File: src/hw/etsm_pkg.sv
// Package: constants and types of the elapsed timer state machine
package etsm_pkg;
    localparam int unsigned CLK_HZ = 10000000;
    localparam int unsigned TICK_CYCLES = CLK_HZ;
    localparam int unsigned CLEAR_HOLD_S = 3;
    localparam int unsigned TOTAL_HOLD_S = 10;
    localparam int unsigned MAX_REPEATS = 99;
    localparam int unsigned MAX_DELAY_S = 360000;
    localparam int unsigned TIME_W = 24;
    localparam int unsigned CYC_W = 7;
    localparam int unsigned GT_W = 32;
    localparam int unsigned GT_TENTH_S = 360;
    localparam logic [15:0] FW_VERSION = 16'h0100;

    // Offsets of the register map
    localparam logic [7:0] A_CTRL = 8'h00;
    localparam logic [7:0] A_TARGET = 8'h04;
    localparam logic [7:0] A_WAIT = 8'h08;
    localparam logic [7:0] A_REPEAT = 8'h0c;
    localparam logic [7:0] A_STATUS = 8'h10;
    localparam logic [7:0] A_UPPER = 8'h14;
    localparam logic [7:0] A_LOWER = 8'h18;
    localparam logic [7:0] A_GTOTAL = 8'h1c;

    // Fields of the control register
    localparam int unsigned C_DOWN = 0;
    localparam int unsigned C_REPEAT = 1;
    localparam int unsigned C_ENDLESS = 2;
    localparam int unsigned C_LOCAL = 3;
    localparam int unsigned C_PCLEAR = 4;
    localparam int unsigned C_TCLEAR = 5;
    localparam int unsigned C_EDIT = 6;
    localparam int unsigned C_LBLANK = 7;
    localparam int unsigned C_FMT = 8;
    localparam int unsigned C_STATOUT = 10;
    localparam logic [31:0] CTRL_RST = 32'h0000_0009;

    // Display formats
    localparam logic [1:0] FMT_HMS = 2'h0;
    localparam logic [1:0] FMT_HM = 2'h1;
    localparam logic [1:0] FMT_MS = 2'h2;
    localparam logic [1:0] FMT_UNIT = 2'h3;

    // Panel modes
    localparam logic [2:0] PM_DISPLAY = 3'h0;
    localparam logic [2:0] PM_TOTAL = 3'h1;
    localparam logic [2:0] PM_PROMPT = 3'h2;
    localparam logic [2:0] PM_EDIT = 3'h3;
    localparam logic [2:0] PM_CONFIG = 3'h4;
    localparam logic [2:0] PM_VERSION = 3'h5;

    typedef enum logic [2:0] {
        ST_RESET = 3'b000,
        ST_RUN = 3'b001,
        ST_DELAY = 3'b010,
        ST_PAUSE = 3'b011,
        ST_DONE = 3'b100
    } etsm_state_t;
endpackage

File: src/hw/etsm_sync.sv
// Two-stage synchroniser and rising-edge detector for panel and sensor inputs
`timescale 1ns/1ps
module etsm_sync (
    // Clock and reset
    input wire logic hclk,
    input wire logic hresetn,
    // Raw pin and results
    input wire logic pin,
    output logic level,
    output logic rise
);
    typedef struct packed {
        logic s1;
        logic s2;
        logic s3;
    } etsm_sync_t;
    etsm_sync_t r_q, r_d;

    always_comb begin
        r_d = r_q;
        r_d.s1 = pin;
        r_d.s2 = r_q.s1;
        r_d.s3 = r_q.s2;
    end

    always_ff @(posedge hclk or negedge hresetn) begin
        if (!hresetn) begin
            r_q <= '0;
        end else begin
            r_q <= r_d;
        end
    end

    assign level = r_q.s2;
    assign rise = r_q.s2 & ~r_q.s3;
endmodule

File: src/hw/etsm_tick.sv
// Seconds tick generator for the timer, grand total and chord holds
`timescale 1ns/1ps
module etsm_tick import etsm_pkg::*; #(
    parameter int unsigned TICK = TICK_CYCLES
) (
    // Clock and reset
    input wire logic hclk,
    input wire logic hresetn,
    // Tick output
    output logic tick
);
    typedef struct packed {
        logic [31:0] cnt;
        logic pulse;
    } etsm_tick_t;
    etsm_tick_t r_q, r_d;

    always_comb begin
        r_d = r_q;
        r_d.pulse = 1'b0;
        if (r_q.cnt >= 32'(TICK - 1)) begin
            r_d.cnt = '0;
            r_d.pulse = 1'b1;
        end else begin
            r_d.cnt = r_q.cnt + 32'h1;
        end
    end

    always_ff @(posedge hclk or negedge hresetn) begin
        if (!hresetn) begin
            r_q <= '0;
        end else begin
            r_q <= r_d;
        end
    end

    assign tick = r_q.pulse;
endmodule

File: src/hw/etsm_top.sv
// Elapsed timer state machine with AHB-Lite registers and front panel logic
// Operation
// With repeats on, run the period up to 99 times or without end.
// Wait a programmable restart delay, up to 100 hours, between periods.
// Count up from zero to target, or down from target to zero.
// Pause and resume anywhere without changing the configured period.
// E plus up shows grand total in tenths of an hour.
// Held over ten seconds with clear enabled, prompt; yes plus E clears.
// Both reset buttons over three seconds load zero or target, if enabled.
// Panel start and stop buttons act only under local control.
// P plus up edits target, and restart delay when repeats enabled.
// P plus E enters configuration; P plus down shows firmware version.
// Upper display shows elapsed time up, remaining time down.
// Upper display formats hh:mm:ss, hh:mm, mm:ss or single unit.
// Lower display shows target, or cycle totals with repeats, or blank.
// Reset annunciator lit while count is being cleared or loaded.
// Status lamp follows status output; total lamp follows total display.
// Exactly five states; only defined events move between them.
// Reset state holds count stopped at zero or target.
// Start in reset or paused enters running toward target or zero; a pause entered from delay resumes to delay.
// Stop in running or delay pauses; start returns to prior state.
// Running enters delay on its own; delay expiry returns to running.
// Starts come from input A or start button, stops from b or stop.
// Running enters complete when no further cycles remain.
// Period end goes to delay or complete; cycle counter steps per period.
// Grand total advances while running and survives timer reset.
`timescale 1ns/1ps
module etsm_top import etsm_pkg::*; #(
    parameter int unsigned TICK = TICK_CYCLES
) (
    // Clock and reset
    input wire logic hclk,
    input wire logic hresetn,
    // AHB-Lite slave
    input wire logic hsel,
    input wire logic [31:0] haddr,
    input wire logic [1:0] htrans,
    input wire logic hwrite,
    input wire logic [2:0] hsize,
    input wire logic [31:0] hwdata,
    input wire logic hready,
    output logic [31:0] hrdata,
    output logic hreadyout,
    output logic hresp,
    // Sensor inputs and panel buttons
    input wire logic sensor_a,
    input wire logic sensor_b,
    input wire logic btn_p,
    input wire logic btn_down,
    input wire logic btn_up,
    input wire logic btn_e,
    // Displays and annunciators
    output logic [TIME_W-1:0] upper_value,
    output logic [1:0] upper_format,
    output logic [15:0] lower_value,
    output logic lower_blank,
    output logic [2:0] panel_mode,
    output logic ann_reset,
    output logic ann_status,
    output logic ann_total,
    output logic status_out,
    output logic [2:0] timer_state
);
    localparam int unsigned NIN = 6;
    logic [NIN-1:0] raw, lvl, rise;
    logic tick;

    assign raw = {btn_e, btn_up, btn_down, btn_p, sensor_b, sensor_a};

    generate
        for (genvar i = 0; i < NIN; i++) begin : g_in
            etsm_sync u_sync (
                .hclk(hclk),
                .hresetn(hresetn),
                .pin(raw[i]),
                .level(lvl[i]),
                .rise(rise[i])
            );
        end
    endgenerate

    etsm_tick #(.TICK(TICK)) u_tick (
        .hclk(hclk),
        .hresetn(hresetn),
        .tick(tick)
    );

    typedef struct packed {
        logic [31:0] ctrl;
        logic [TIME_W-1:0] target;
        logic [TIME_W-1:0] wait_t;
        logic [CYC_W-1:0] repeats;
        etsm_state_t st;
        etsm_state_t paused_from;
        logic [TIME_W-1:0] count;
        logic [TIME_W-1:0] wcount;
        logic [CYC_W-1:0] cycle;
        logic [GT_W-1:0] gt_sec;
        logic [GT_W-1:0] gt_tenths;
        logic [3:0] hold;
        logic [2:0] pmode;
        logic yes;
        logic clearing;
        logic ap_valid;
        logic ap_write;
        logic [7:0] ap_addr;
        logic sw_start;
        logic sw_stop;
        logic sw_clear;
        logic [31:0] rdata;
        logic [TIME_W-1:0] upper;
        logic [15:0] lower;
        logic lblank;
        logic ann_r;
        logic ann_t;
        logic stat;
    } etsm_top_t;
    etsm_top_t r_q, r_d;

    logic down, repeat_on, start_ev, stop_ev, chord_clear, chord_total, period_end;
    logic last_cycle;

    always_comb begin
        r_d = r_q;
        down = r_q.ctrl[C_DOWN];
        repeat_on = r_q.ctrl[C_REPEAT];
        r_d.sw_start = 1'b0;
        r_d.sw_stop = 1'b0;
        r_d.sw_clear = 1'b0;
        r_d.clearing = 1'b0;

        // Register bus: data phase follows the registered address phase
        if (r_q.ap_valid && r_q.ap_write) begin
            unique case (r_q.ap_addr)
                A_CTRL: r_d.ctrl = hwdata;
                A_TARGET: r_d.target = hwdata[TIME_W-1:0];
                A_WAIT: r_d.wait_t = (hwdata > 32'(MAX_DELAY_S)) ?
                    TIME_W'(MAX_DELAY_S) : hwdata[TIME_W-1:0];
                A_REPEAT: r_d.repeats = (hwdata > 32'(MAX_REPEATS)) ?
                    CYC_W'(MAX_REPEATS) : hwdata[CYC_W-1:0];
                A_STATUS: begin
                    r_d.sw_start = hwdata[0];
                    r_d.sw_stop = hwdata[1];
                    r_d.sw_clear = hwdata[2];
                end
                default: ;
            endcase
        end
        if (hsel && hready) begin
            r_d.ap_valid = htrans[1];
            r_d.ap_write = hwrite;
            r_d.ap_addr = haddr[7:0];
        end else if (hready) begin
            r_d.ap_valid = 1'b0;
        end
        if (hsel && hready && htrans[1] && !hwrite) begin
            unique case (haddr[7:0])
                A_CTRL: r_d.rdata = r_q.ctrl;
                A_TARGET: r_d.rdata = 32'(r_q.target);
                A_WAIT: r_d.rdata = 32'(r_q.wait_t);
                A_REPEAT: r_d.rdata = 32'(r_q.repeats);
                A_STATUS: r_d.rdata = {5'h00, FW_VERSION, 1'b0, r_q.cycle, r_q.st};
                A_UPPER: r_d.rdata = 32'(r_q.count);
                A_LOWER: r_d.rdata = {16'h0000, r_q.lower};
                A_GTOTAL: r_d.rdata = r_q.gt_tenths;
                default: r_d.rdata = 32'h0000_0000;
            endcase
        end

        // Start and stop sources; panel buttons gated by local control
        start_ev = rise[0] | r_q.sw_start |
            (r_q.ctrl[C_LOCAL] & rise[3] & r_q.pmode == PM_DISPLAY);
        stop_ev = rise[1] | r_q.sw_stop |
            (r_q.ctrl[C_LOCAL] & rise[4] & r_q.pmode == PM_DISPLAY);

        // Chords: up+down resets, E+up shows total
        chord_clear = lvl[4] & lvl[3] & ~lvl[2] & ~lvl[5];
        chord_total = lvl[5] & lvl[4] & ~lvl[2];

        // Hold counter for timed chords
        if (chord_clear || chord_total) begin
            if (tick && r_q.hold != 4'hf) begin
                r_d.hold = r_q.hold + 4'h1;
            end
        end else begin
            r_d.hold = 4'h0;
        end

        // Panel mode
        unique case (r_q.pmode)
            PM_DISPLAY: begin
                if (chord_total) begin
                    r_d.pmode = PM_TOTAL;
                end else if (lvl[2] && lvl[4] && r_q.ctrl[C_EDIT]) begin
                    r_d.pmode = PM_EDIT;
                end else if (lvl[2] && lvl[5]) begin
                    r_d.pmode = PM_CONFIG;
                end else if (lvl[2] && lvl[3]) begin
                    r_d.pmode = PM_VERSION;
                end
            end
            PM_TOTAL: begin
                if (!chord_total) begin
                    r_d.pmode = PM_DISPLAY;
                end else if (r_q.hold >= 4'(TOTAL_HOLD_S) && r_q.ctrl[C_TCLEAR]) begin
                    r_d.pmode = PM_PROMPT;
                    r_d.yes = 1'b0;
                end
            end
            PM_PROMPT: begin
                if (rise[4] || rise[3]) begin
                    r_d.yes = ~r_q.yes;
                end
                if (rise[5]) begin
                    r_d.pmode = PM_DISPLAY;
                    if (r_q.yes) begin
                        r_d.gt_sec = '0;
                        r_d.gt_tenths = '0;
                    end
                end
            end
            PM_EDIT, PM_CONFIG, PM_VERSION: begin
                // Left on the E button; software edits through the bus meanwhile
                if (rise[5] && !lvl[2]) begin
                    r_d.pmode = PM_DISPLAY;
                end
            end
            default: r_d.pmode = PM_DISPLAY;
        endcase

        // Period end and remaining cycles
        period_end = down ? (r_q.count == '0) : (r_q.count >= r_q.target);
        last_cycle = !repeat_on ||
            (!r_q.ctrl[C_ENDLESS] && r_q.cycle >= r_q.repeats);

        // Timer states
        unique case (r_q.st)
            ST_RESET: begin
                r_d.count = down ? r_q.target : '0;
                r_d.cycle = CYC_W'(1);
                if (start_ev) begin
                    r_d.st = ST_RUN;
                end
            end
            ST_RUN: begin
                if (stop_ev) begin
                    r_d.st = ST_PAUSE;
                    r_d.paused_from = ST_RUN;
                end else if (period_end) begin
                    if (last_cycle) begin
                        r_d.st = ST_DONE;
                    end else begin
                        r_d.st = ST_DELAY;
                        r_d.wcount = r_q.wait_t;
                    end
                end else if (tick) begin
                    r_d.count = down ? r_q.count - TIME_W'(1) : r_q.count + TIME_W'(1);
                end
            end
            ST_DELAY: begin
                if (stop_ev) begin
                    r_d.st = ST_PAUSE;
                    r_d.paused_from = ST_DELAY;
                end else if (r_q.wcount == '0) begin
                    r_d.st = ST_RUN;
                    r_d.count = down ? r_q.target : '0;
                    if (r_q.cycle != CYC_W'(MAX_REPEATS) || !r_q.ctrl[C_ENDLESS]) begin
                        r_d.cycle = r_q.cycle + CYC_W'(1);
                    end else begin
                        r_d.cycle = CYC_W'(1);
                    end
                end else if (tick) begin
                    r_d.wcount = r_q.wcount - TIME_W'(1);
                end
            end
            ST_PAUSE: begin
                // Count and delay are frozen, so resume keeps the period intact
                if (start_ev) begin
                    r_d.st = r_q.paused_from;
                end
            end
            ST_DONE: ;
            default: r_d.st = ST_RESET;
        endcase

        // Timer clear from panel chord, or from software
        if ((chord_clear && r_q.ctrl[C_PCLEAR] && r_q.hold >= 4'(CLEAR_HOLD_S)) ||
                r_q.sw_clear) begin
            r_d.st = ST_RESET;
            r_d.count = down ? r_q.target : '0;
            r_d.clearing = 1'b1;
        end

        // Grand total runs on while running, kept across timer reset
        if (r_q.st == ST_RUN && tick) begin
            if (r_q.gt_sec >= GT_W'(GT_TENTH_S - 1)) begin
                r_d.gt_sec = '0;
                r_d.gt_tenths = r_q.gt_tenths + GT_W'(1);
            end else begin
                r_d.gt_sec = r_q.gt_sec + GT_W'(1);
            end
        end

        // Upper display and the reset and total lamps use next values so they never lag the state or panel mode
        if (r_d.pmode == PM_TOTAL || r_d.pmode == PM_PROMPT) begin
            r_d.upper = r_d.gt_tenths[TIME_W-1:0];
        end else begin
            r_d.upper = r_d.count;
        end
        if (!repeat_on) begin
            r_d.lower = r_q.target[15:0];
        end else begin
            r_d.lower = {1'b0, r_q.repeats, 1'b0, r_q.cycle};
        end
        r_d.lblank = r_q.ctrl[C_LBLANK];
        r_d.ann_r = r_d.clearing || r_d.st == ST_RESET;
        r_d.stat = r_q.ctrl[C_STATOUT];
        r_d.ann_t = r_d.pmode == PM_TOTAL || r_d.pmode == PM_PROMPT;
    end

    always_ff @(posedge hclk or negedge hresetn) begin
        if (!hresetn) begin
            r_q <= '0;
            r_q.ctrl <= CTRL_RST;
            r_q.st <= ST_RESET;
            r_q.ann_r <= 1'b1;
            r_q.paused_from <= ST_RUN;
            r_q.cycle <= CYC_W'(1);
            r_q.pmode <= PM_DISPLAY;
        end else begin
            r_q <= r_d;
        end
    end

    assign hrdata = r_q.rdata;
    assign hreadyout = 1'b1;
    assign hresp = 1'b0;
    assign upper_value = r_q.upper;
    assign upper_format = r_q.ctrl[C_FMT +: 2];
    assign lower_value = r_q.lower;
    assign lower_blank = r_q.lblank;
    assign panel_mode = r_q.pmode;
    assign ann_reset = r_q.ann_r;
    assign ann_status = r_q.stat;
    assign ann_total = r_q.ann_t;
    assign status_out = r_q.stat;
    assign timer_state = r_q.st;
endmodule

File: config.mk
export PLATFORM = sky130hd
export DESIGN_NAME = etsm_top
export DESIGN_NICKNAME = d
export VERILOG_FILES = /design/src/hw/etsm_pkg.sv /design/src/hw/etsm_sync.sv /design/src/hw/etsm_tick.sv /design/src/hw/etsm_top.sv
export SDC_FILE = /design/constraint.sdc
export NUM_CORES = 1
export LEC_CHECK = 0
export ABC_AREA = 1
export BUFFER_PORTS_ARGS = -buffer_cell sky130_fd_sc_hd__buf_4
export CAP_MARGIN = 5
export CORE_MARGIN = 2
export CORE_UTILIZATION = 40
export CTS_CLUSTER_DIAMETER = 150
export DETAILED_ROUTE_END_ITERATION = 6
export HOLD_SLACK_MARGIN = 0.03
export PLACE_DENSITY = 0.54
export SYNTH_ARGS = -nofsm -noshare
export SYNTH_HDL_FRONTEND = slang
export SYNTH_SLANG_ARGS = --single-unit
File: constraint.sdc
create_clock -name hclk -period 7.3 [get_ports hclk]
set_input_delay 1.46 -clock hclk [delete_from_list [all_inputs] [get_ports hclk]]
set_output_delay 1.46 -clock hclk [all_outputs]
set_load 0.05 [all_outputs]
* Yosys cells after proc, flatten, opt, wreduce, memory -nomap -nowiden
Index checks and enable logic that the tools add are counted.
Cells by class: reduce and logical (&&, ||, !) cells 50, add/subtract/negate cells 8, order comparisons 8, bitwise logic cells 26, equal/unequal tests 37, multiplexer cells 62
Operators by type and width (number):
- two-way mux 24 bit | 12
- two-way mux 64 bit | 4
- case mux 32 bit (8 select lines) | 1
- adder 32 x 1 -> 32 bit (second input constant) | 3
- two-way mux 32 bit | 3
- case mux 24 bit (3 select lines) | 1
- two-way mux 3 bit | 19
- two-way mux 55 bit | 1
- zero test 24 bit | 2
- two-way mux 48 bit | 1
- case mux 24 bit (2 select lines) | 1
- subtractor 24 x 1 -> 24 bit (second input constant) | 2
- == test 8 x 5 -> 1 bit (second input constant) | 5
- == test 8 x 4 -> 1 bit (second input constant) | 4
- >= comparator 32 x 24 -> 1 bit (second input constant) | 1
- >= comparator 32 x 9 -> 1 bit (second input constant) | 1
- > comparator 32 x 19 -> 1 bit (second input constant) | 1
- > comparator 32 x 7 -> 1 bit (second input constant) | 1
- adder 24 x 1 -> 24 bit (second input constant) | 1
- >= comparator 24 bit | 1
- != test 2 bit (second input constant) | 11
- two-way mux 7 bit | 3
- == test 8 x 3 -> 1 bit (second input constant) | 2
- zero test 8 bit | 2
- 32 further kinds | 108
Storage, ports and cells: input bits 80, logic and storage cells 237, output and inout port bits 87, flip-flop bits (word level) 359

* Longest topological paths before layout
Gate-level depths: netlist (run 1).
depth after elaboration 10, depth in mapped cells 22, depth with buffers taken out 22

* Cells and area by module
From an unflattened synthesis (run 1), not the netlist that was laid out.
Unflattened totals: cell total of the unflattened synthesis 3002, area total of the unflattened synthesis 21906.0 µm²
Modules (own cells, without submodules):
- etsm_top | times used 1, cells an instance 2742, area each 19618.8 µm², sequential area each 7713.6 µm²
- etsm_tick | times used 1, cells an instance 230, area each 1776.7 µm², sequential area each 825.8 µm²
- etsm_sync | times used 6, cells an instance 5, area each 85.1 µm², sequential area each 75.1 µm²

* Worst setup path after synthesis (run 1)
Ideal clock, no wire load.
path kind input -> register, from in hwdata[2], to reg r_q[236] in the netlist's numbering, required time 7159 ps, buffers on the path 1, path slack 4430 ps, stages 9, setup time 141 ps, arrival time 2729 ps, cells stage by stage inv_1 nand3_1 o31ai_1 o2111ai_1 nand4_1 nand2_1 a21oi_2 clkbuf_1 a31oi_1
Between the ends: word-level cells in the longest chain between the ends 2
RTL lines:
- start: declaration | RTL line etsm_top.sv:40 | input wire logic [31:0] hwdata,
- > comparator 32 x 19 -> 1 bit | RTL line etsm_top.sv:137 | A_WAIT: r_d.wait_t = (hwdata > 32'(MAX_DELAY_S)) ?
- two-way mux 24 bit | RTL line etsm_top.sv:137
- end signal: assignment | RTL line etsm_top.sv:331 | r_q <= r_d;
- end: declaration | RTL line etsm_top.sv:118 | etsm_top_t r_q, r_d;
Every way passes these cells. A chain may end at the register's enable or synchronous reset.

==> results of run 1 <==
[per-layer routing]
metal	part of all wire, %	vias up	GRT usage (%)
met5	0.0093	-	0
met4	4.2	2	11.1
met3	6.9	130	4.19
met2	44	662	41.2
met1	45	9359	38.2
li1	-	9328	-
[power by group through the flow]
stage / Sequential [mW] / Combinational [mW] / Clock [mW]
finish: 2.83 / 4.31 / 2.26
global route: 2.86 / 4.77 / 2.38
CTS: 2.82 / 4.29 / 2.30
detailed placement: 2.85 / 4.28 / 0
global placement: 2.84 / 4.25 / 0
floorplan: 2.69 / 3.18 / 0
[flip-flops by register name, summed over array words and instances (netlist names)]
name,count
ann_reset,1
ann_status,1
ann_total,1
down,1
g_in.u_sync.level,6
g_in.u_sync.r_d,6
g_in.u_sync.r_q,5
hrdata,32
lower_blank,1
lower_value,16
panel_mode,3
r_d,2
r_q,221
timer_state,3
u_tick.r_q,32
u_tick.tick,1
upper_format,2
upper_value,24
[final cells by class]
| class | instances | area share [%] |
|---|---|---|
| Multi-Input combinational cell | 1943 | 41.9 |
| Inverter | 384 | 6.03 |
| Tap cell | 696 | 3.63 |
| Sequential cell | 358 | 37.4 |
| Timing Repair Buffer | 156 | 4.97 |
| Clock buffer | 62 | 5.28 |
| Clock inverter | 12 | 0.819 |
[cells in the final DEF, fill, tap and decap left out, types with 6 or more instances in the layout]
| cell type | n |
|---|---|
| nand2_1 | 759 |
| inv_1 | 358 |
| dfrtp_1 | 353 |
| nor2_1 | 194 |
| o21ai_0 | 186 |
| nand3_1 | 159 |
| buf_4 | 154 |
| a21oi_1 | 104 |
| nand4_1 | 67 |
| nor3_1 | 60 |
| ha_1 | 60 |
| clkbuf_16 | 43 |
| o21ai_1 | 41 |
| o22ai_1 | 39 |
| xor2_1 | 29 |
| inv_2 | 22 |
| nor4_1 | 19 |
| xnor2_1 | 18 |
| a31oi_1 | 16 |
| nor2_2 | 14 |
| a211oi_1 | 13 |
| o211ai_1 | 12 |
| clkbuf_8 | 12 |
| a21oi_2 | 10 |
| o211ai_2 | 10 |
| conb_1 | 10 |
| nor3_2 | 9 |
| nor2_4 | 7 |
| mux2_2 | 7 |
| clkbuf_1 | 7 |
| o2111ai_1 | 6 |
| a22oi_1 | 6 |
[worst reg2reg max path, stage by stage, from the launching register on]
cell and delay (ns):
dfrtp_1 0.51, nor3_4 1.02, inv_2 0.26, nor2_2 0.69, nand2_2 0.42, nand2_1 0.59
inv_1 0.30, nor2_1 0.31, nand2_1 0.11, nand2_1 0.12
[metrics by stage]
stage | hold WS (ns) | total power, mW
floorplan | 0.331 | 5.87
global placement | 0.334 | 7.09
detailed placement | 0.337 | 7.13
CTS | 0.350 | 9.41
global route | 0.358 | 10.0
finish | 0.345 | 9.40
[worst min path at each step]
stage / start / endpoint / cells after the start
after global placement: g_in[5].u_sync.r_d[1] / g_in[5].u_sync.level / 0
after CTS: g_in[2].u_sync.r_d[1] / g_in[2].u_sync.level / 0
after floorplan: g_in[0].u_sync.r_d[1] / g_in[0].u_sync.level / 0
final: g_in[5].u_sync.r_d[1] / g_in[5].u_sync.level / 0
after detailed placement: g_in[2].u_sync.r_d[1] / g_in[2].u_sync.level / 0
after global routing: g_in[5].u_sync.r_d[1] / g_in[5].u_sync.level / 0
[logic make-up (layout without fill, tap and decap cells)]
| kind of cell | Yosys count | after routing | share of synthesized area, % |
|---|---|---|---|
| AOI/OAI and AO/OA | 487 | 487 | 13.3 |
| xor gates and xnor gates | 47 | 47 | 1.91 |
| adders and majority gates | 61 | 61 | 3.58 |
| buffers and inverters | 568 | 614 | 11.9 |
| DFF | 358 | 358 | 41.6 |
| muxes | 7 | 7 | 0.366 |
| other | 2 | 10 | 0.0349 |
| and+or+nand+nor | 1331 | 1331 | 27.3 |
==> impl_metrics.json, run 1 <==
{
  "io_pins": 167,
  "fillers": 5416,
  "yosysSeqAreaShare_pct": 41.6,
  "synth-async-reset-ratio_pct": 100,
  "multiInputGateArea_um2": 10100,
  "regArea_um2": 8960,
  "path_clk_slew_ns": 0.06,
  "required_ns": 7.80,
  "die_h_um": 236,
  "clkPwrFrac_pct": 24.1,
  "synth_edf_count": 0,
  "portBuffers": 136,
  "status": "complete, no violations",
  "final_util_pct": 44.8,
  "cp-start-kind": "register",
  "num_vias": 19500,
  "syn_inst": 2861,
  "rr_startpoint": "timer_state[2]",
  "postCtsSetupBuffers": 0,
  "r2r_setup_slack_ns": 2.90,
  "dpl.cell_count": 3537,
  "final_area_um2": 24000,
  "p_comb_share_pct": 45.8,
  "cpLargestDelayFamily": "simple AND/OR/NAND/NOR gates",
  "max-slew-margin-rel_pct": 17.9,
  "yosys_register_bits": 358,
  "rr_endpoint": "upper_value[11]",
  "place_ws_ns": 2.94,
  "max_stage_delay_ns": 1.02,
  "yosys.area.top_type_share_pct": 41.0,
  "grt_pass1_vias": 18500,
  "crit_slowest_cell": "nor3_4",
  "final_cells": 3611,
  "wl_per_cell_um": 20.9,
  "clk_latency_ns": 0.58,
  "final_hold_viol_count": 0,
  "fmaxAchievable_ghz": 0.227,
  "synth.top_cells.by_count": "760 x nand2_1, 358 x inv_1, 353 x dfrtp_1, 194 x nor2_1, 186 x o21ai_0",
  "area_growth_pct": 11.4,
  "dr.pass1.iters": 5,
  "switching_share_pct": 46.5,
  "p_switching_mw": 4.37,
  "cp-endpoint": "upper_value[11]",
  "cp_common_cell": "nand2_1",
  "root_buffer": "clkbuf_16",
  "placed_cell_area_um2": 22500,
  "period_share_pct": 60.2,
  "antenna_cells": 0,
  "start_util_pct": 40.2,
  "grt_pass1_wl_mm": 114,
  "rows": 85,
  "synth_top_cell_by_area": "dfrtp_1",
  "cp_data_arrival_time_ns": 4.90,
  "drc": 0,
  "worst_slew_pin_slew_ns": 1.23,
  "synth.most_common_cell": "nand2_1",
  "cts_tree": "built",
  "worstPathMaxFanout": 26,
  "powerDensity_nw_per_um2": 392,
  "dieArea_um2": 55700,
  "clockBufferDepth": 3,
  "dp_hpwl_mm": 56.6,
  "hold_buffers": 0,
  "crit_type": "reg2reg",
  "grt_max_degree": 146,
  "nets": 3025,
  "avgSynthCellArea_um2": 7.52,
  "crit_chain": "nor3_4 -> inv_2 -> nor2_2 -> nand2_2 -> nand2_1 -> inv_1 -> nor2_1 -> nand2_1 -> nand2_1",
  "cts.repair.resized": 0,
  "tns_ns": 0,
  "fp.dieW_um": 236,
  "grt-ovfl-total": 0,
  "cts.sinks": 358,
  "intPower_mw": 5.03,
  "vdd_ir_drop_max_uv": 283,
  "setup_slack_ns": 2.90,
  "rsz0062_at_grt": "false",
  "cp_num_cells": 9,
  "final_max_slew_viol_count": 0,
  "startpoint": "timer_state[2]",
  "drt_wl_total_mm": 75.6,
  "yosysUniqueCellTypes": 68,
  "leakagePower_nw": 11.9,
  "viasPerCell": 5.39,
  "fin_skew_ns": 0.0199,
  "critPathBufInv": 2,
  "grt_util_all_layers_pct": 27.0,
  "antenna_found_initial": 1,
  "synth_area_um2": 21500,
  "cp-end-kind": "register",
  "hold_class": "reg2reg",
  "pwr-share-seq_pct": 30.1,
  "first_iter_violations": 1685,
  "core-area_um2": 53500,
  "setup_viol": 0,
  "fin_crit_ns": 4.40,
  "routabilityCongestion": 0.934,
  "yosys_warnings": 0,
  "drive_above_1_share_pct": 11.6,
  "synth_area_leaders": "dfrtp_1 41%, nand2_1 13%, inv_1 6.2%, o21ai_0 4.3%, nand3_1 3.7%",
  "maxCapViolCount": 0,
  "ant_nets": 0,
  "numCtsBuffers": 41,
  "synth_ff_type": "dfrtp_1",
  "htree_levels": 2,
  "r2r_cells": 9
}
Power figures use the tool's default switching activity.
==> inputs of run 2 (changes only) <==
--- a/config.mk
+++ b/config.mk
@@ -13,7 +13,7 @@
 export CTS_CLUSTER_DIAMETER = 150
 export DETAILED_ROUTE_END_ITERATION = 6
 export HOLD_SLACK_MARGIN = 0.03
-export PLACE_DENSITY = 0.54
+export PLACE_DENSITY = 0.56
 export SYNTH_ARGS = -nofsm -noshare
 export SYNTH_HDL_FRONTEND = slang
 export SYNTH_SLANG_ARGS = --single-unit
==> constraint.sdc (replaced) <==
create_clock -name hclk -period 4 [get_ports hclk]
set_input_delay 0.8 -clock hclk [delete_from_list [all_inputs] [get_ports hclk]]
set_output_delay 0.8 -clock hclk [all_outputs]
set_load 0.05 [all_outputs]
==> run 2 against run 1 <==
  * Total power is 85% higher
  * Wire length decreased by 0.53%
  * Core utilization up 0.59 points
  * Combinational power rose by 84%
  * Non-clock buffer count is 24 higher
  * Flip-flop and latch count stayed put
  * Fmax grew 40%
  * Worst setup slack got worse by 2.1 ns
==> impl_metrics.json, run 2 (synthesis gave the netlist of run 1 again) <==
{
  "ant_nets": 0,
  "regArea_um2": 8960,
  "dpl.cell_count": 3561,
  "period_share_pct": 78.7,
  "leakagePower_nw": 12.0,
  "fmaxAchievable_ghz": 0.318,
  "fp.dieW_um": 236,
  "final_cell_mix": "759 x nand2_1, 358 x inv_1, 353 x dfrtp_1, 194 x nor2_1, 186 x o21ai_0",
  "rr_endpoint": "upper_value[9]",
  "top_register": "r_q",
  "hold_class": "in2async",
  "tns_ns": 0,
  "portBuffers": 136,
  "path_clk_slew_ns": 0.06,
  "max-slew-margin-rel_pct": 28.8,
  "cts.repair.resized": 0,
  "dp_hpwl_mm": 57.3,
  "status": "complete, no violations",
  "rr_startpoint": "down",
  "finalPower_mw": 17.4,
  "core-area_um2": 53500,
  "numCtsBuffers": 41,
  "fin_skew_ns": 0.0155,
  "cts_tree": "built",
  "cp-start-kind": "register",
  "hold_buffers": 0,
  "vdd_ir_drop_max_uv": 356,
  "powerDensity_nw_per_um2": 715,
  "r2r_cells": 14,
  "grt_max_degree": 106,
  "r2r_setup_slack_ns": 0.85,
  "layout_commonest_cell": "nand2_1",
  "viasPerCell": 5.39,
  "cts.sinks": 358,
  "setup_slack_ns": 0.851,
  "worst_slew_pin_slew_ns": 1.06,
  "fillers": 5417,
  "required_ns": 4.42,
  "drc": 0,
  "largest_register_ffs": 221,
  "dieArea_um2": 55700,
  "clockBufferDepth": 3,
  "final_util_pct": 45.4,
  "place_ws_ns": 0.920,
  "cp-end-kind": "register",
  "root_buffer": "clkbuf_16",
  "nets": 3049,
  "grt-ovfl-total": 0,
  "dr.pass1.iters": 6,
  "die_h_um": 236,
  "grt_pass1_wl_mm": 115,
  "final_hold_viol_count": 0,
  "drive_above_1_share_pct": 12.5,
  "num_vias": 19600,
  "cp_data_arrival_time_ns": 3.57,
  "postCtsSetupBuffers": 0,
  "antenna_found_initial": 1,
  "fin_hold_ws_ns": 0.325,
  "first_iter_violations": 1880,
  "placed_cell_area_um2": 22800,
  "rsz0062_at_grt": "false",
  "start_util_pct": 40.2,
  "multiInputGateArea_um2": 10100,
  "routabilityCongestion": 0.985,
  "drt_wl_total_mm": 75.2,
  "wl_per_cell_um": 20.7,
  "final_cells": 3637,
  "io_pins": 167,
  "final_max_slew_viol_count": 0,
  "grt_util_all_layers_pct": 27.1,
  "final_area_um2": 24300,
  "maxCapViolCount": 0,
  "grt_pass1_vias": 19000,
  "area_growth_pct": 12.9,
  "crit_type": "reg2reg",
  "clk_latency_ns": 0.58,
  "fin_crit_ns": 3.15,
  "worstPathMaxFanout": 20,
  "setup_viol": 0,
  "htree_levels": 2,
  "rows": 85
}
==> run 2: area by class of cell <==
class | count | share of cell area [%]
repair buffers | 180 | 5.90
diodes | 1 | 0.0103
well taps | 696 | 3.58
clock buffers | 55 | 4.98
clock inverters | 20 | 1.33
flip-flops and latches | 358 | 36.9
inverters | 384 | 5.95
multi-input cells | 1943 | 41.4
==> run 2: worst max path at each step <==
stage / start / to / slack (ns) / cells past startpoint
after floorplan: down / upper_value[10] / 1.68 / 14
after global placement: r_q[259] / upper_value[10] / 0.93 / 18
after detailed placement: hwdata[24] / r_q[236] / 0.92 / 9
after CTS: r_q[259] / r_q[172] / 0.91 / 16
after global routing: down / upper_value[9] / 0.60 / 14
final: down / upper_value[9] / 0.85 / 14
==> run 2: power breakdown <==
group	leakage [nW]	internal, mW	switching [mW]
logic	6.93	2.34	5.58
clock network	0.754	2.65	1.64
registers	4.34	4.38	0.772
total	12.0	9.38	7.99
==> run 2: metal layers <==
metal	track usage [%]	vias up	wire length (um)
met5	0	-	0
met4	10.6	0	2840
met3	4.11	125	5240
met2	41.9	703	33400
met1	38.1	9404	33800
li1	-	9363	-
==> run 2: critical path, cell delays in order (launching register included) <==
cell,delay (ns)
dfstp_2,0.85
ha_1,0.40
nand2_1,0.11
nand3_1,0.20
nand2_1,0.12
nand2_1,0.13
a21oi_1,0.21
xor2_1,0.23
nand4_1,0.19
nand3_1,0.14
nand2_1,0.06
nand2_1,0.05
nand2_1,0.09
nand2_1,0.07
nand2_1,0.12
==> inputs of run 3 (changes only) <==
==> constraint.sdc (replaced) <==
create_clock -name hclk -period 2.6 [get_ports hclk]
set_input_delay 0.52 -clock hclk [delete_from_list [all_inputs] [get_ports hclk]]
set_output_delay 0.52 -clock hclk [all_outputs]
set_load 0.05 [all_outputs]
==> run 3 against run 2 <==
  * First-iteration DRC count is 1.9% lower
  * Die area stayed put
  * Fmax is 21% higher
  * Clock power is 34% higher
  * Final area is 11% higher
  * Total power is 70% higher
  * Critical path type unchanged
  * Critical endpoint is now upper_value[19]
==> impl_metrics.json, run 3 (synthesis gave the netlist of run 1 again) <==
{
  "cp_data_arrival_time_ns": 3.05,
  "critPathBufInv": 3,
  "grt_pass1_vias": 19400,
  "pwr-share-seq_pct": 26.5,
  "grt_max_degree": 72,
  "htree_levels": 2,
  "powerDensity_nw_per_um2": 1100,
  "grt-ovfl-total": 0,
  "dpl.cell_count": 3704,
  "crit_type": "reg2reg",
  "routabilityCongestion": 0.970,
  "start_util_pct": 40.2,
  "clkPwrFrac_pct": 19.5,
  "hold_end": "g_in[1].u_sync.r_d[1]",
  "drc": 0,
  "required_ns": 3.05,
  "path_clk_slew_ns": 0.06,
  "grt_util_all_layers_pct": 27.5,
  "largest_register_ffs": 221,
  "rows": 85,
  "grt_use_met1_pct": 39.1,
  "cp-end-kind": "register",
  "intPower_mw": 15.9,
  "finalPower_mw": 29.5,
  "fmaxAchievable_ghz": 0.385,
  "vdd_ir_drop_max_uv": 555,
  "die_h_um": 236,
  "drt_wl_total_mm": 79.1,
  "fin_skew_ns": 0.0206,
  "grt_pass1_wl_mm": 117,
  "worstPathMaxFanout": 6,
  "final_area_um2": 26900,
  "max_stage_delay_ns": 0.59,
  "final_max_slew_viol_count": 0,
  "cts_tree": "built",
  "worst_slew_pin_slew_ns": 1.05,
  "max-slew-margin-rel_pct": 28.3,
  "whs_path_depth": 1,
  "core-area_um2": 53500,
  "top_register": "r_q",
  "final_cells": 3834,
  "r2r_cells": 18,
  "cpLargestDelayFamily": "simple AND/OR/NAND/NOR gates",
  "status": "complete, no violations",
  "io_pins": 167,
  "dr.pass1.iters": 6,
  "grt.busiest_layer": "met2",
  "maxCapViolCount": 0,
  "switching_share_pct": 46.1,
  "p_switching_mw": 13.6,
  "placed_cell_area_um2": 24000,
  "rsz0062_at_grt": "true",
  "clockBufferDepth": 3,
  "antenna_found_initial": 2,
  "drive_above_1_share_pct": 24.8,
  "dieArea_um2": 55700,
  "rr_endpoint": "upper_value[19]",
  "fin_crit_ns": 2.60,
  "grtUsageMet2_pct": 42.3,
  "leakagePower_nw": 13.1,
  "antenna_cells": 0,
  "r2r_setup_slack_ns": 0.0008,
  "hold_class": "in2reg",
  "portBuffers": 136,
  "numCtsBuffers": 40,
  "p_comb_share_pct": 54.0,
  "hp-start": "sensor_b",
  "crit_slowest_cell": "dfstp_2",
  "cp_common_cell": "nand2_1",
  "clk_latency_ns": 0.58,
  "cts.sinks": 358,
  "period_share_pct": 100,
  "ant_nets": 0,
  "setup_viol": 0,
  "fillers": 5139,
  "crit_chain": "buf_12 -> clkbuf_16 -> ha_4 -> nand2_4 -> nor2_4 -> inv_2 -> nor2_4 -> nand4_1 -> nand3_1 -> nand2_1 -> nand2_1 -> nand4_1 -> nand3_1 -> nand2_1 -> nand2_1 -> nand2_2 -> nand2_2 -> nand2_2",
  "cp-start-kind": "register",
  "use_met3_pct": 4.07,
  "wl_per_cell_um": 20.6,
  "layout_commonest_cell": "nand2_1",
  "root_buffer": "clkbuf_16",
  "final_cell_mix": "662 x nand2_1, 346 x buf_4, 342 x dfrtp_1, 337 x inv_1, 185 x o21ai_0",
  "rr_startpoint": "down",
  "dp_hpwl_mm": 59.7,
  "viasPerCell": 5.37,
  "fp.dieW_um": 236,
  "first_iter_violations": 1845,
  "final_hold_viol_count": 0,
  "nets": 3248,
  "area_growth_pct": 25.1,
  "num_vias": 20600
}
run 3: cell types whose count changed in the layout (fill, tap and decap cells not counted), sizes merged:
cell	before	now
inv	384	383
buf	180	373
diode	1	0
clkbuf	55	61
clkinv	10	13
bufinv	8	2
dlygate4sd3	0	3
run 3: worst max-delay path by stage:
stage                  start              end  slack, ns  cells past startpoint
finish                  down  upper_value[19]     0.0008                     18
global placement    r_q[142]  upper_value[13]      -0.06                     11
global route            down  upper_value[18]      -0.09                     17
floorplan               down  upper_value[10]       0.28                     14
CTS                     down   upper_value[7]      -0.01                     16
detailed placement  r_q[142]  upper_value[13]      -0.12                     11
run 3: final cells by class:
type                    instances  area, um^2  share of cell area (%)
clock inverters                16         161                   0.599
inverters                     384        1450                    5.38
repair buffers                380        3210                    11.9
clock buffers                  57        1150                    4.29
well taps                     696         871                    3.23
flip-flops and latches        358        8980                    33.3
multi-input cells            1943       11100                    41.3
run 3: worst reg2reg max path, cell delays in order (launching register included):
cell	delay, ns
dfstp_2	0.59
buf_12	0.14
clkbuf_16	0.17
ha_4	0.20
nand2_4	0.09
nor2_4	0.13
inv_2	0.05
nor2_4	0.13
nand4_1	0.17
nand3_1	0.14
nand2_1	0.05
nand2_1	0.05
nand4_1	0.09
nand3_1	0.14
nand2_1	0.06
nand2_1	0.07
nand2_2	0.07
nand2_2	0.06
nand2_2	0.07
run 3: stage by stage:
| step | hold WS (ns) | utilization (%) | worst slack (ns) | setup TNS (ns) |
|---|---|---|---|---|
| after floorplan | 0.224 | - | 0.276 | 0 |
| after global placement | 0.336 | 44.8 | -0.0625 | -0.109 |
| after detailed placement | 0.337 | 44.8 | -0.119 | -0.331 |
| after CTS | 0.0404 | 47.5 | -0.0108 | -0.0131 |
| after global routing | 0.0475 | 50.4 | -0.0947 | -1.01 |
| final | 0.0625 | 50.4 | 0.000781 | 0 |
run 3: timing repair:
| item | 4_1_cts | 5_1_grt |
|---|---|---|
| pin swaps | 3 | 106 |
| hold buffers | 3 | 0 |
| buffers inserted | 4 | 45 |
| gates resized for setup | 13 | 265 |
| gates cloned | 0 | 5 |
| setup endpoints to repair | 14 | 71 |
| hold endpoints to repair | 44 | 0 |
run 3: power groups by stage:
stage	clock (mW)	sequential [mW]	combinational, mW
after global routing	6.09	7.92	17.3
after detailed placement	0	7.87	13.1
after global placement	0	7.85	12.9
final	5.75	7.83	15.9
after floorplan	0	7.55	8.94
after CTS	5.85	7.79	13.2
run 3: layer usage:
layer / wire, um / part of all wire, % / vias to the layer above
li1: - / - / 9786
met1: 35500 / 45 / 9870
met2: 34800 / 44 / 778
met3: 5140 / 6.5 / 169
met4: 3660 / 4.6 / 0
met5: 0 / 0 / -
